File: config.mk
export PLATFORM = sky130hd
export DESIGN_NAME = timer32_match_capture
export DESIGN_NICKNAME = d
export VERILOG_FILES = /design/src/timer32_pkg.sv /design/src/timer32_pin_sync.sv /design/src/timer32_compare_channel.sv /design/src/timer32_match_capture.sv
export SDC_FILE = /design/constraint.sdc
export NUM_CORES = 1
export LEC_CHECK = 0
export BUFFER_PORTS_ARGS = -buffer_cell sky130_fd_sc_hd__buf_2
export CORE_ASPECT_RATIO = 1.25
export CORE_UTILIZATION = 55
export DETAILED_ROUTE_END_ITERATION = 6
export PLACE_DENSITY = 0.73
export RECOVER_POWER = 25
export SYNTH_ARGS = -nofsm -noshare
export SYNTH_HDL_FRONTEND = slang
export SYNTH_SLANG_ARGS = --single-unit
File: constraint.sdc
create_clock -name i_ref_clk -period 2.8 [get_ports i_ref_clk]
set_clock_uncertainty 0.1 [all_clocks]
set_input_delay 0.42 -clock i_ref_clk [delete_from_list [all_inputs] [get_ports i_ref_clk]]
set_output_delay 0.42 -clock i_ref_clk [all_outputs]
set_load 0.05 [all_outputs]
File: src/timer32_pkg.sv
package timer32_pkg;

	localparam int ADDR_W    = 7;
	localparam int DATA_W    = 32;
	localparam int N_COMPARE = 4;

	// Register byte offsets
	localparam logic [ADDR_W-1:0] OFF_INTERRUPT_FLAGS   = 7'h00;
	localparam logic [ADDR_W-1:0] OFF_TIMER_CONTROL     = 7'h04;
	localparam logic [ADDR_W-1:0] OFF_MAIN_COUNT        = 7'h08;
	localparam logic [ADDR_W-1:0] OFF_DIVIDER_LIMIT     = 7'h0C;
	localparam logic [ADDR_W-1:0] OFF_DIVIDER_COUNT     = 7'h10;
	localparam logic [ADDR_W-1:0] OFF_COMPARE_ACTION    = 7'h14;
	localparam logic [ADDR_W-1:0] OFF_COMPARE_VALUE_0   = 7'h18;
	localparam logic [ADDR_W-1:0] OFF_COMPARE_VALUE_1   = 7'h1C;
	localparam logic [ADDR_W-1:0] OFF_COMPARE_VALUE_2   = 7'h20;
	localparam logic [ADDR_W-1:0] OFF_COMPARE_VALUE_3   = 7'h24;
	localparam logic [ADDR_W-1:0] OFF_CAPTURE_EDGE      = 7'h28;
	localparam logic [ADDR_W-1:0] OFF_CAPTURE_VALUE_0   = 7'h2C;
	localparam logic [ADDR_W-1:0] OFF_EXTERNAL_OUTPUT   = 7'h3C;
	localparam logic [ADDR_W-1:0] OFF_COUNT_SOURCE      = 7'h70;
	localparam logic [ADDR_W-1:0] OFF_PULSE_WIDTH       = 7'h74;
	localparam logic [ADDR_W-1:0] OFF_IRQ_ENABLE        = 7'h78;
	localparam logic [ADDR_W-1:0] OFF_IRQ_CLEAR         = 7'h7C;

	// Field layouts
	localparam int FLAGS_W        = 5;
	localparam int FLAG_CAPTURE   = 4;
	localparam int TCR_W          = 2;
	localparam int TCR_ENABLE     = 0;
	localparam int TCR_CLEAR      = 1;
	localparam int CAC_STRIDE     = 3;
	localparam int CAC_W          = 12;
	localparam int CEC_W          = 3;
	localparam int CEC_RISE       = 0;
	localparam int CEC_FALL       = 1;
	localparam int CEC_IRQ        = 2;
	localparam int EOC_W          = 12;
	localparam int EOC_ACTION_LSB = 4;
	localparam int CSC_W          = 3;
	localparam int CSC_SELECT     = 2;
	localparam int PWC_W          = 4;

	// Reset values
	localparam logic [DATA_W-1:0] RESET_WORD = 32'h0000_0000;

	// Input synchroniser depth
	localparam int SYNC_STAGES = 2;

	typedef enum logic [1:0] {MODE_TIMER, MODE_RISE, MODE_FALL, MODE_BOTH} count_mode_t;
	typedef enum logic [1:0] {EXT_NONE, EXT_CLEAR, EXT_SET, EXT_TOGGLE} ext_action_t;

	typedef struct packed {
		logic stop;
		logic reset;
		logic irq;
	} compare_action_t;

	typedef struct packed {
		logic level;
		logic rise;
		logic fall;
	} pin_event_t;

endpackage : timer32_pkg

File: src/timer32_pin_sync.sv
`timescale 1ns/1ns
module timer32_pin_sync
	import timer32_pkg::*;
#(
	parameter int STAGES = SYNC_STAGES
) (
	input  wire logic       i_ref_clk,
	input  wire logic       i_rst_n,
	input  wire logic       i_clk_en,
	input  wire logic       i_pin,
	output pin_event_t      o_event
);

	if (STAGES < 2)
	begin : g_check
		$error("timer32_pin_sync needs at least two stages");
	end

	logic [STAGES-1:0] chain;
	logic              prev;

	always_ff @(posedge i_ref_clk or negedge i_rst_n)
	begin
		if (!i_rst_n)
		begin
			chain <= '0;
			prev  <= 1'b0;
		end
		else if (i_clk_en)
		begin
			chain <= {chain[STAGES-2:0], i_pin};
			prev  <= chain[STAGES-1];
		end
	end

	// Only the last stage feeds the edge logic
	assign o_event.level = chain[STAGES-1];
	assign o_event.rise  = chain[STAGES-1] & ~prev;
	assign o_event.fall  = ~chain[STAGES-1] & prev;

endmodule : timer32_pin_sync

File: src/timer32_compare_channel.sv
`timescale 1ns/1ns
module timer32_compare_channel
	import timer32_pkg::*;
#(
	parameter int WIDTH = DATA_W
) (
	input  wire logic             i_ref_clk,
	input  wire logic             i_rst_n,
	input  wire logic             i_clk_en,
	input  wire logic [WIDTH-1:0] i_count,
	input  wire logic [WIDTH-1:0] i_value,
	output logic                  o_match,
	output logic                  o_hit
);

	if (WIDTH < 1)
	begin : g_check
		$error("timer32_compare_channel width must be positive");
	end

	logic match_q;

	assign o_match = (i_count == i_value);
	// One pulse each time the count arrives at the value
	assign o_hit   = o_match & ~match_q;

	always_ff @(posedge i_ref_clk or negedge i_rst_n)
	begin
		if (!i_rst_n)
			match_q <= 1'b1;
		else if (i_clk_en)
			match_q <= o_match;
	end

endmodule : timer32_compare_channel

File: src/timer32_match_capture.sv
// Functional notes
// - Interrupt flags show five pending sources; writing ones to the register clears them.
// - Timer control can disable the main counter or hold it in reset.
// - Main counter steps once every divider_limit plus one enabled clocks.
// - At divider count equal to limit, next clock increments main, zeroes divider.
// - Divider count is readable and writable by software, and self-advances.
// - Compare action control picks interrupt and counter reset per compare channel.
// - Compare zero match may reset main counter, stop counters, and/or interrupt.
// - Compare values one to three act like compare zero, independently.
// - Capture edge control picks capture edges and capture interrupt.
// - Selected capture input edge copies main counter into read-only capture value.
// - External output control drives compare function and four external pins.
// - Count source selects timer or counter mode, input and counted edges.
// - Pulse width control switches each external pin into PWM mode.
// - Used bits reset to zero; reserved bits and unused offsets read zero.
// - Writing one clears a flag; writing zero leaves it unchanged.
// - Control bit 0 enables counting; bit 1 holds both counters reset.
// - Main counter wraps from all ones to zero without an interrupt.
//
// Local design decision: strobed register access.
`timescale 1ns/1ns
module timer32_match_capture
	import timer32_pkg::*;
#(
	parameter int SYNC_DEPTH = SYNC_STAGES
) (
	input  wire logic              i_ref_clk,
	input  wire logic              i_rst_n,
	input  wire logic              i_clk_en,
	input  wire logic [ADDR_W-1:0] i_addr,
	input  wire logic [DATA_W-1:0] i_wdata,
	input  wire logic              i_wr,
	input  wire logic              i_rd,
	input  wire logic              i_capture_in,
	input  wire logic              i_count_in,
	output logic      [DATA_W-1:0] o_rdata,
	output logic                   o_irq,
	output logic   [N_COMPARE-1:0] o_ext_match
);

	if (SYNC_DEPTH < 2)
	begin : g_check
		$error("timer32_match_capture needs SYNC_DEPTH of at least two");
	end

	// Field slicing and the read mux below assume these layouts
	if (CAC_W != N_COMPARE * CAC_STRIDE || FLAGS_W != N_COMPARE + 1 || PWC_W != N_COMPARE
		|| EOC_W != EOC_ACTION_LSB + 2 * N_COMPARE || N_COMPARE != 4)
	begin : g_layout_check
		$error("timer32_match_capture register layout does not fit N_COMPARE");
	end

	// Software visible state
	logic [FLAGS_W-1:0]               interrupt_flags;
	logic [FLAGS_W-1:0]               irq_enable;
	logic [TCR_W-1:0]                 timer_control;
	logic [DATA_W-1:0]                main_count;
	logic [DATA_W-1:0]                divider_limit;
	logic [DATA_W-1:0]                divider_count;
	logic [CAC_W-1:0]                 compare_action_control;
	logic [N_COMPARE-1:0][DATA_W-1:0] compare_value;
	logic [CEC_W-1:0]                 capture_edge_control;
	logic [DATA_W-1:0]                capture_value_zero;
	logic [EOC_W-1:0]                 external_output_control;
	logic [CSC_W-1:0]                 count_source_control;
	logic [PWC_W-1:0]                 pulse_width_control;

	// Next values
	logic [FLAGS_W-1:0]   next_interrupt_flags;
	logic [FLAGS_W-1:0]   next_irq_enable;
	logic [TCR_W-1:0]     next_timer_control;
	logic [DATA_W-1:0]    next_main_count;
	logic [DATA_W-1:0]    next_divider_count;
	logic [DATA_W-1:0]    next_capture_value;
	logic [EOC_W-1:0]     next_external_output;
	logic [N_COMPARE-1:0] next_ext_match;
	logic                 next_irq;
	logic [DATA_W-1:0]    next_rdata;

	// Address decode
	wire wr_flags   = i_wr && (i_addr == OFF_INTERRUPT_FLAGS);
	wire wr_control = i_wr && (i_addr == OFF_TIMER_CONTROL);
	wire wr_main    = i_wr && (i_addr == OFF_MAIN_COUNT);
	wire wr_limit   = i_wr && (i_addr == OFF_DIVIDER_LIMIT);
	wire wr_divider = i_wr && (i_addr == OFF_DIVIDER_COUNT);
	wire wr_action  = i_wr && (i_addr == OFF_COMPARE_ACTION);
	wire wr_cap_ctl = i_wr && (i_addr == OFF_CAPTURE_EDGE);
	wire wr_ext     = i_wr && (i_addr == OFF_EXTERNAL_OUTPUT);
	wire wr_source  = i_wr && (i_addr == OFF_COUNT_SOURCE);
	wire wr_pwm     = i_wr && (i_addr == OFF_PULSE_WIDTH);
	wire wr_irq_en  = i_wr && (i_addr == OFF_IRQ_ENABLE);
	wire wr_irq_clr = i_wr && (i_addr == OFF_IRQ_CLEAR);

	logic [N_COMPARE-1:0] wr_compare;
	assign wr_compare[0] = i_wr && (i_addr == OFF_COMPARE_VALUE_0);
	assign wr_compare[1] = i_wr && (i_addr == OFF_COMPARE_VALUE_1);
	assign wr_compare[2] = i_wr && (i_addr == OFF_COMPARE_VALUE_2);
	assign wr_compare[3] = i_wr && (i_addr == OFF_COMPARE_VALUE_3);

	// Pin synchronisers
	pin_event_t capture_pin;
	pin_event_t count_pin;

	timer32_pin_sync #(
		.STAGES (SYNC_DEPTH)
	) u_capture_sync (
		.i_ref_clk (i_ref_clk),
		.i_rst_n   (i_rst_n),
		.i_clk_en  (i_clk_en),
		.i_pin     (i_capture_in),
		.o_event   (capture_pin)
	);

	timer32_pin_sync #(
		.STAGES (SYNC_DEPTH)
	) u_count_sync (
		.i_ref_clk (i_ref_clk),
		.i_rst_n   (i_rst_n),
		.i_clk_en  (i_clk_en),
		.i_pin     (i_count_in),
		.o_event   (count_pin)
	);

	// Compare channels
	logic [N_COMPARE-1:0] match;
	logic [N_COMPARE-1:0] hit;
	logic [N_COMPARE-1:0] act_irq;
	logic [N_COMPARE-1:0] act_reset;
	logic [N_COMPARE-1:0] act_stop;
	logic [N_COMPARE-1:0] ext_state;
	logic [N_COMPARE-1:0] pin_level;

	// A same-cycle write is the base that a match action works on
	wire [EOC_W-1:0] ext_written = wr_ext ? i_wdata[EOC_W-1:0] : external_output_control;

	for (genvar k = 0; k < N_COMPARE; k++)
	begin : g_compare
		compare_action_t act;
		ext_action_t     ext_act;

		assign act          = compare_action_control[k*CAC_STRIDE +: CAC_STRIDE];
		assign act_irq[k]   = act.irq;
		assign act_reset[k] = act.reset;
		assign act_stop[k]  = act.stop;

		timer32_compare_channel #(
			.WIDTH (DATA_W)
		) u_channel (
			.i_ref_clk (i_ref_clk),
			.i_rst_n   (i_rst_n),
			.i_clk_en  (i_clk_en),
			.i_count   (main_count),
			.i_value   (compare_value[k]),
			.o_match   (match[k]),
			.o_hit     (hit[k])
		);

		assign ext_act      = ext_action_t'(ext_written[EOC_ACTION_LSB + 2*k +: 2]);
		assign ext_state[k] = !hit[k] ? ext_written[k] :
			(ext_act == EXT_SET) ? 1'b1 :
			(ext_act == EXT_CLEAR) ? 1'b0 :
			(ext_act == EXT_TOGGLE) ? ~ext_written[k] : ext_written[k];

		assign pin_level[k] = pulse_width_control[k] ? (main_count >= compare_value[k]) :
			external_output_control[k];
	end

	// Pin states change on a hit; the action bits pass through unchanged
	assign next_external_output = {ext_written[EOC_W-1:N_COMPARE], ext_state};
	assign next_ext_match       = pin_level;

	count_mode_t count_mode;
	pin_event_t  source_pin;
	assign count_mode = count_mode_t'(count_source_control[1:0]);
	assign source_pin = count_source_control[CSC_SELECT] ? count_pin : capture_pin;

	wire source_edge = (count_mode == MODE_RISE) ? source_pin.rise :
		(count_mode == MODE_FALL) ? source_pin.fall :
		(source_pin.rise | source_pin.fall);
	// Counter mode edges pace the divider as clocks do in timer mode
	wire count_event = (count_mode == MODE_TIMER) ? 1'b1 : source_edge;

	wire counters_held = timer_control[TCR_CLEAR];
	wire run           = timer_control[TCR_ENABLE] & ~counters_held;

	// Stop acts only while running, so a restart sitting on the match stops again
	// Match-driven stop and reset
	wire stop_now  = run & |(match & act_stop);
	wire reset_now = |(match & act_reset);
	wire step      = run & count_event & ~stop_now;
	wire div_term  = (divider_count == divider_limit);
	wire main_tick = step & div_term;

	wire [TCR_W-1:0] control_written = wr_control ? i_wdata[TCR_W-1:0] : timer_control;
	assign next_timer_control = stop_now ?
		(control_written & ~(TCR_W'(1) << TCR_ENABLE)) : control_written;

	// Held clear beats bus writes, and bus writes beat stepping
	// Divider count: bus writable, self advancing
	assign next_divider_count = counters_held ? RESET_WORD :
		wr_divider ? i_wdata :
		(stop_now & reset_now) ? RESET_WORD :
		!step ? divider_count :
		div_term ? RESET_WORD : divider_count + 32'h0000_0001;

	// Main count steps at divider terminal count
	// Plain wrap past all ones, no flag
	assign next_main_count = counters_held ? RESET_WORD :
		wr_main ? i_wdata :
		(stop_now & reset_now) ? RESET_WORD :
		!main_tick ? main_count :
		reset_now ? RESET_WORD : main_count + 32'h0000_0001;

	wire capture_event = (capture_edge_control[CEC_RISE] & capture_pin.rise) |
		(capture_edge_control[CEC_FALL] & capture_pin.fall);
	wire capture_irq   = capture_event & capture_edge_control[CEC_IRQ];

	assign next_capture_value = capture_event ? main_count : capture_value_zero;

	// Flag set and clear, set wins
	wire [FLAGS_W-1:0] flag_set = {capture_irq, hit & act_irq};
	wire [FLAGS_W-1:0] flag_clr = (wr_flags | wr_irq_clr) ? i_wdata[FLAGS_W-1:0] : '0;
	assign next_interrupt_flags = (interrupt_flags & ~flag_clr) | flag_set;
	assign next_irq_enable      = wr_irq_en ? i_wdata[FLAGS_W-1:0] : irq_enable;

	// Level interrupt follows the flags as they land
	assign next_irq = |(next_interrupt_flags & next_irq_enable);

	// Read data stand one cycle; idle cycles and write-only offsets give zero
	// Unused bits and offsets read zero
	assign next_rdata = !i_rd ? RESET_WORD :
		(i_addr == OFF_INTERRUPT_FLAGS) ? DATA_W'(interrupt_flags) :
		(i_addr == OFF_TIMER_CONTROL)   ? DATA_W'(timer_control) :
		(i_addr == OFF_MAIN_COUNT)      ? main_count :
		(i_addr == OFF_DIVIDER_LIMIT)   ? divider_limit :
		(i_addr == OFF_DIVIDER_COUNT)   ? divider_count :
		(i_addr == OFF_COMPARE_ACTION)  ? DATA_W'(compare_action_control) :
		(i_addr == OFF_COMPARE_VALUE_0) ? compare_value[0] :
		(i_addr == OFF_COMPARE_VALUE_1) ? compare_value[1] :
		(i_addr == OFF_COMPARE_VALUE_2) ? compare_value[2] :
		(i_addr == OFF_COMPARE_VALUE_3) ? compare_value[3] :
		(i_addr == OFF_CAPTURE_EDGE)    ? DATA_W'(capture_edge_control) :
		(i_addr == OFF_CAPTURE_VALUE_0) ? capture_value_zero :
		(i_addr == OFF_EXTERNAL_OUTPUT) ? DATA_W'(external_output_control) :
		(i_addr == OFF_COUNT_SOURCE)    ? DATA_W'(count_source_control) :
		(i_addr == OFF_PULSE_WIDTH)     ? DATA_W'(pulse_width_control) :
		(i_addr == OFF_IRQ_ENABLE)      ? DATA_W'(irq_enable) :
		RESET_WORD;

	// Counters, flags and status on the one clock
	always_ff @(posedge i_ref_clk or negedge i_rst_n)
	begin
		if (!i_rst_n)
		begin
			timer_control      <= '0;
			main_count         <= RESET_WORD;
			divider_count      <= RESET_WORD;
			capture_value_zero <= RESET_WORD;
			interrupt_flags    <= '0;
			irq_enable         <= '0;
		end
		else if (i_clk_en)
		begin
			timer_control      <= next_timer_control;
			main_count         <= next_main_count;
			divider_count      <= next_divider_count;
			capture_value_zero <= next_capture_value;
			interrupt_flags    <= next_interrupt_flags;
			irq_enable         <= next_irq_enable;
		end
	end

	always_ff @(posedge i_ref_clk or negedge i_rst_n)
	begin
		if (!i_rst_n)
		begin
			divider_limit           <= RESET_WORD;
			compare_action_control  <= '0;
			capture_edge_control    <= '0;
			count_source_control    <= '0;
			pulse_width_control     <= '0;
			external_output_control <= '0;
		end
		else if (i_clk_en)
		begin
			if (wr_limit)
				divider_limit <= i_wdata;
			if (wr_action)
				compare_action_control <= i_wdata[CAC_W-1:0];
			if (wr_cap_ctl)
				capture_edge_control <= i_wdata[CEC_W-1:0];
			if (wr_source)
				count_source_control <= i_wdata[CSC_W-1:0];
			if (wr_pwm)
				pulse_width_control <= i_wdata[PWC_W-1:0];
			external_output_control <= next_external_output;
		end
	end

	// Compare values
	always_ff @(posedge i_ref_clk or negedge i_rst_n)
	begin
		if (!i_rst_n)
			compare_value <= '0;
		else if (i_clk_en)
		begin
			for (int k = 0; k < N_COMPARE; k++)
			begin
				if (wr_compare[k])
					compare_value[k] <= i_wdata;
			end
		end
	end

	// Registered outputs
	always_ff @(posedge i_ref_clk or negedge i_rst_n)
	begin
		if (!i_rst_n)
		begin
			o_rdata     <= RESET_WORD;
			o_irq       <= 1'b0;
			o_ext_match <= '0;
		end
		else if (i_clk_en)
		begin
			o_rdata     <= next_rdata;
			o_irq       <= next_irq;
			o_ext_match <= next_ext_match;
		end
	end

endmodule : timer32_match_capture

### Yosys cells after proc, flatten, opt, wreduce, memory -nomap -nowiden

Cells that the tools add are included.

* $add $sub $neg: 2
* $mul: 0
* div/mod/pow operators: 0
* magnitude comparators: 4
* equal/unequal tests: 35
* shift operators: 0
* mux-type cells: 56
* bitwise logic cells: 41
* reduce and logical (&&, ||, !) cells: 37

Operator list (number)
* 32-bit two-way mux: 23
* 32-bit equality test: 5
* 32-bit greater-or-equal comparator: 4
* 32-bit by 1-bit adder with 32-bit output (second input constant): 2
* 7-bit by 6-bit equality test with 1-bit output (second input constant): 5
* 7-bit by 5-bit equality test with 1-bit output (second input constant): 4
* 7-bit equality test (second input constant): 4
* 2-bit AND reduction: 13
* 5-bit two-way mux: 5
* 1-bit two-way mux: 24
* 12-bit two-way mux: 2
* 2-bit equality test (second input constant): 9
* 1-bit bitwise AND: 17
* 1-bit logical AND: 16
* 7-bit by 4-bit equality test with 1-bit output (second input constant): 2
* 1-bit NOT: 14
* 4-bit bitwise AND: 3
* 5-bit bitwise AND: 2
* 2-bit by 1-bit equality test with 1-bit output (second input constant): 5
* 4-bit nonzero test: 2
* 4-bit OR reduction: 2
* 7-bit by 3-bit equality test with 1-bit output (second input constant): 1
* 7-bit logical NOT: 1
* 5-bit NOT: 1
* other kinds (6): 9

* flip-flop bits (word level): 349
* bits in latches: 0
* memory bits (writable): 0
* bits in read-only memories: 0
* bits of input ports: 46
* output and inout bits: 37
* word-level logic and storage cells: 203
* memories: 0

### Logic depth before layout (Yosys ltp)

* word-level depth: 18
* gate-level depth with buffers: 12
* gate-level depth less buffers: 10

### By module

Synthesis repeated with hierarchy kept, for this count alone.

* cells, all modules: 2314
* area, all modules: 22853.2 um^2

By module, submodules not included
* timer32_match_capture: instances 1, cells each 2104, area an instance 21003.9 um^2, seq. area each 8483.1 um^2
* timer32_compare_channel: instances 4, cells each 48, area an instance 397.9 um^2, seq. area each 26.3 um^2
* timer32_pin_sync: instances 2, cells each 9, area an instance 128.9 um^2, seq. area each 75.1 um^2

### Worst setup path after synthesis

OpenSTA, ideal clock, no wires.

* path kind: reg-to-reg
* start point: register main_count[26]
* end point: register divider_count[21]
* library setup time: 104 ps
* arrival: 2684 ps
* path slack: -88 ps
* stages on the path, launching flop included: 12
* clock period less this slack: 2888 ps
* cells stage by stage: dfrtp_1 -> ha_1 -> nand4_1 -> nor4_4 -> nand3_2 -> o2111ai_2 -> nand2_2 -> o21a_2 -> nand2b_4 -> buf_6 -> buf_6 -> o311ai_1

* longest elaborated chain between the ends: 8
* elaborated cells between the ends (all ways): 17
* classes of those cells: eq/ne (4); mux (3); bitwise (6); reduce/logical (4)

Ends and longest elaborated chain
* start: declaration: RTL line timer32_match_capture.sv:57 `logic [DATA_W-1:0] main_count;`
* start signal: assignment: RTL line timer32_match_capture.sv:265 `main_count <= next_main_count;`
* 32-bit equality test: RTL line timer32_compare_channel.sv:23 `assign o_match = (i_count == i_value);`
* 4-bit bitwise AND: RTL line timer32_match_capture.sv:188 `wire stop_now = run & |(match & act_stop);`
* 4-bit OR reduction: RTL line timer32_match_capture.sv:188
* 1-bit bitwise AND: RTL line timer32_match_capture.sv:188
* 1-bit bitwise AND or 1-bit NOT (tied branches): RTL line timer32_match_capture.sv:202, timer32_match_capture.sv:190
* 32-bit two-way mux or 1-bit bitwise AND (tied branches): RTL line timer32_match_capture.sv:202, timer32_match_capture.sv:190
* 32-bit two-way mux or 4-bit nonzero test (tied branches)
* 32-bit two-way mux or 2-bit AND reduction (tied branches)
* end signal: assignment: RTL line timer32_match_capture.sv:266 `divider_count <= next_divider_count;`
* end: declaration: RTL line timer32_match_capture.sv:59 `logic [DATA_W-1:0] divider_count;`

Parallel ways exist; a longest one is shown, timed or not.
A chain may end at the register's enable or synchronous reset.

### Final worst setup path

* start point: register main_count[28]
* end point: register divider_count[28]

Same word-level chain as after synthesis.

==> qor.yml <==
multi_input_comb_area_um2: 12200
synth_cell_types: 91
htreeDepth: 2
grt.overflow.total: 0
grt_pass1_vias: 21118
worstMarginPinSlew_ps: 1290
dpl.hpwl_mm: 65.6
cp-start-kind: "flop"
violations: "negative setup slack"
clock_latency_ps: 560
avgSynthCellArea_um2: 9.65
fin_crit_ps: 3200
dp.cells: 3049
max_cap_viol_count: 0
die_w_um: 177
finalNonFillerCells: 3155
setup-violations-final: 66
drc: 0
drt_iter0_drc: 2532
std_cell_rows: 79
layout_common_cells: "buf_4, dfrtp_1, nand2_1"
setup_slack_ps: -396
cp_data_required_time_ps: 3190
avgRoutedWirePerCell_um: 29.0
grt_pass1_wl_mm: 134
cts.path.max_buffers: 3
ys_ff_latch: 349
synth_top_family_by_area: "compound AO/OA/AOI/OAI gates"
clkTransAtPathRegs_ps: 60
cts_tree: "done"
crit_top_cell: "buf_4"
synthXorXnorAreaFrac: 0.0191
syn_inst: 2185
nNetsFinal: 2818
slew_headroom: 0.142
critical_path_class: "reg -> reg"
num_vias: 21136
slew_violations: 0
synthToLayoutAreaGrowth_pct: 31.9
cts-buffers-inserted: 39
path_max_fanout: 5
yosysSeqAreaShare: 0.414
synth-compound-area-share: 0.190
synth.net_count: 2361
critical_path_arrival_ps: 3590
synth_edf_count: 0
p_leak_nw: 13.2
initial_core_util: 0.563
dieArea_um2: 39100
die_h_um: 221
post-route-period-util: 1.14
power.density_nw_per_um2: 480
max_freq_mhz: 313
syn_area_um2: 21100
synthArstFlopShare: 1.00
worstSetupEndpointType: "flop"
cp_slowest_stage_delay_ps: 480
hold_class: "in -> reg"
outcome: "complete, but fails checks"
regArea_um2: 8760
dr.pass1.iters: 7
cts.sinks: 349
cpMaxStageDelayCell: "dfrtp_2"
synthAdderAreaFrac: 0.0771
grt_max_degree: 94
postRouteAntennaNets: 0
place.gp.congestion: 1.03
core_um2: 37500
grt_antenna_before_repair: 3
crit_chain: "ha_4, nand4_1, buf_4, nor4_4, buf_4, and3_1, buf_4, a22o_1, o21bai_1, o21bai_2, o41ai_1, a22o_1"
fillCellCount: 2653
layout_commonest_cell: "buf_4"
io_pins: 83
hold_viol_final: 0
fin_hold_ws_ps: 16.8
rsz0062_at_grt: "true"
drive_gt1_frac: 0.368
drt-total-wl_mm: 91.5
io_buffers: 82
muxShareOfSynthArea: 0.113
ys.warnings.count: 0
viasPerCell: 6.70
gr-usage-all-layers: 0.466
synthSimpleGateAreaFrac: 0.133
vdd_drop_max_mv: 0.587
clock-root-buffer: "clkbuf_16"
ys.flop_type: "dfrtp_1"
cell families (layout without fill, tap and decap cells):
kind of cell    Yosys count  count (layout)
simple gates            557             560
fa+ha+maj               130             130
xor+xnor                 46              46
buf+inv                 283             762
flops                   349             349
other cells               0               1
mux                     214             214
compound gates          606             607
worst max-delay path: cells and delay by family (launching register included):
family / cells / cell delay (ps)
buf+inv: 3 / 480
simple gates: 3 / 330
flops: 1 / 480
compound gates: 5 / 1450
fa+ha+maj: 1 / 270
metrics by stage:
step	utilization	instance area, µm²	setup slack (ps)	total power, mW	TNS (ps)
after floorplan	-	21200	7.65	6.61	0
after global placement	0.673	25200	-446	7.68	-19110
after detailed placement	0.673	25200	-578	7.73	-23620
after CTS	0.731	27400	-191	13.2	-7270
after global routing	0.742	27800	-464	13.7	-23560
final	0.742	27800	-396	13.3	-13490
repair_timing:
item,in CTS,in global routing
gates resized for setup,168,76
cloned,7,2
endpoints found under the setup margin,66,71
endpoints found under the hold margin,221,0
hold buffers,2,0
buffers inserted,23,11
pin swaps,56,34
power breakdown:
part           switching [mW]  internal [mW]  leakage (nW)
sequential              0.263           5.34          4.56
combinational            1.36          0.985          8.01
clock                    2.20           3.19         0.629
total                    3.83           9.51          13.2
cell type report:
type	count	area share
inverters	145	0.0198
multi-input cells	1557	0.438
well taps	486	0.0219
clock inverters	7	0.00423
flip-flops and latches	349	0.315
clock buffers	60	0.0427
repair buffers	550	0.158
diodes	1	0.0000900
metal layers:
layer,vias up,track usage,part of all wire
li1,8964,-,-
met1,10223,0.560,0.35
met2,1470,0.725,0.45
met3,477,0.0802,0.093
met4,2,0.394,0.10
met5,-,0,0.00014
cells in the mapped netlist (28+ instances only):
cell type	instances	area [µm²]
a221oi_1	28	245
mux2_2	199	2240
nand4_1	46	288
o21ai_0	176	881
clkbuf_1	95	357
nor3_1	29	145
a21oi_1	119	596
and3_1	42	263
a21o_1	44	330
nand2_1	207	777
nor2_1	81	304
ha_1	130	1630
a22oi_1	41	308
nand3_1	47	235
inv_1	145	544
dfrtp_1	345	8630
xor2_1	41	359
worst paths after layout:
| check | start | to | slack [ps] | cells after the start |
|---|---|---|---|---|
| worst max-delay path | main_count[28]$_DFFE_PN0P_ | divider_count[28]$_DFFE_PN0P_ | -400 | 12 |
| worst min-delay path | i_count_in | u_count_sync.chain[0]$_DFFE_PN0P_ | 20 | 2 |
| worst max register to register | main_count[28]$_DFFE_PN0P_ | divider_count[28]$_DFFE_PN0P_ | -400 | 12 |
| worst min register to register | o_rdata[7]$_DFFE_PN0P_ | o_rdata[7]$_DFFE_PN0P_ | 380 | 1 |
| max in group asynchronous | i_rst_n | main_count[24]$_DFFE_PN0P_ | 190 | 3 |
| min in group asynchronous | i_rst_n | compare_value[72]$_DFFE_PN0P_ | 460 | 2 |
flip-flops by register name, summed over array words and instances (netlist names), 2 cells and up:
| signal | flops |
|---|---|
| compare_value | 128 |
| capture_value_zero | 32 |
| divider_count | 32 |
| divider_limit | 32 |
| main_count | 32 |
| o_rdata | 32 |
| compare_action_control | 12 |
| external_output_control | 12 |
| interrupt_flags | 5 |
| irq_enable | 5 |
| g_compare.u_channel.match_q | 4 |
| o_ext_match | 4 |
| pulse_width_control | 4 |
| capture_edge_control | 3 |
| count_source_control | 3 |
| timer_control | 2 |
| u_capture_sync.chain | 2 |
| u_count_sync.chain | 2 |
No activity file was read; power rests on OpenSTA's default activity.
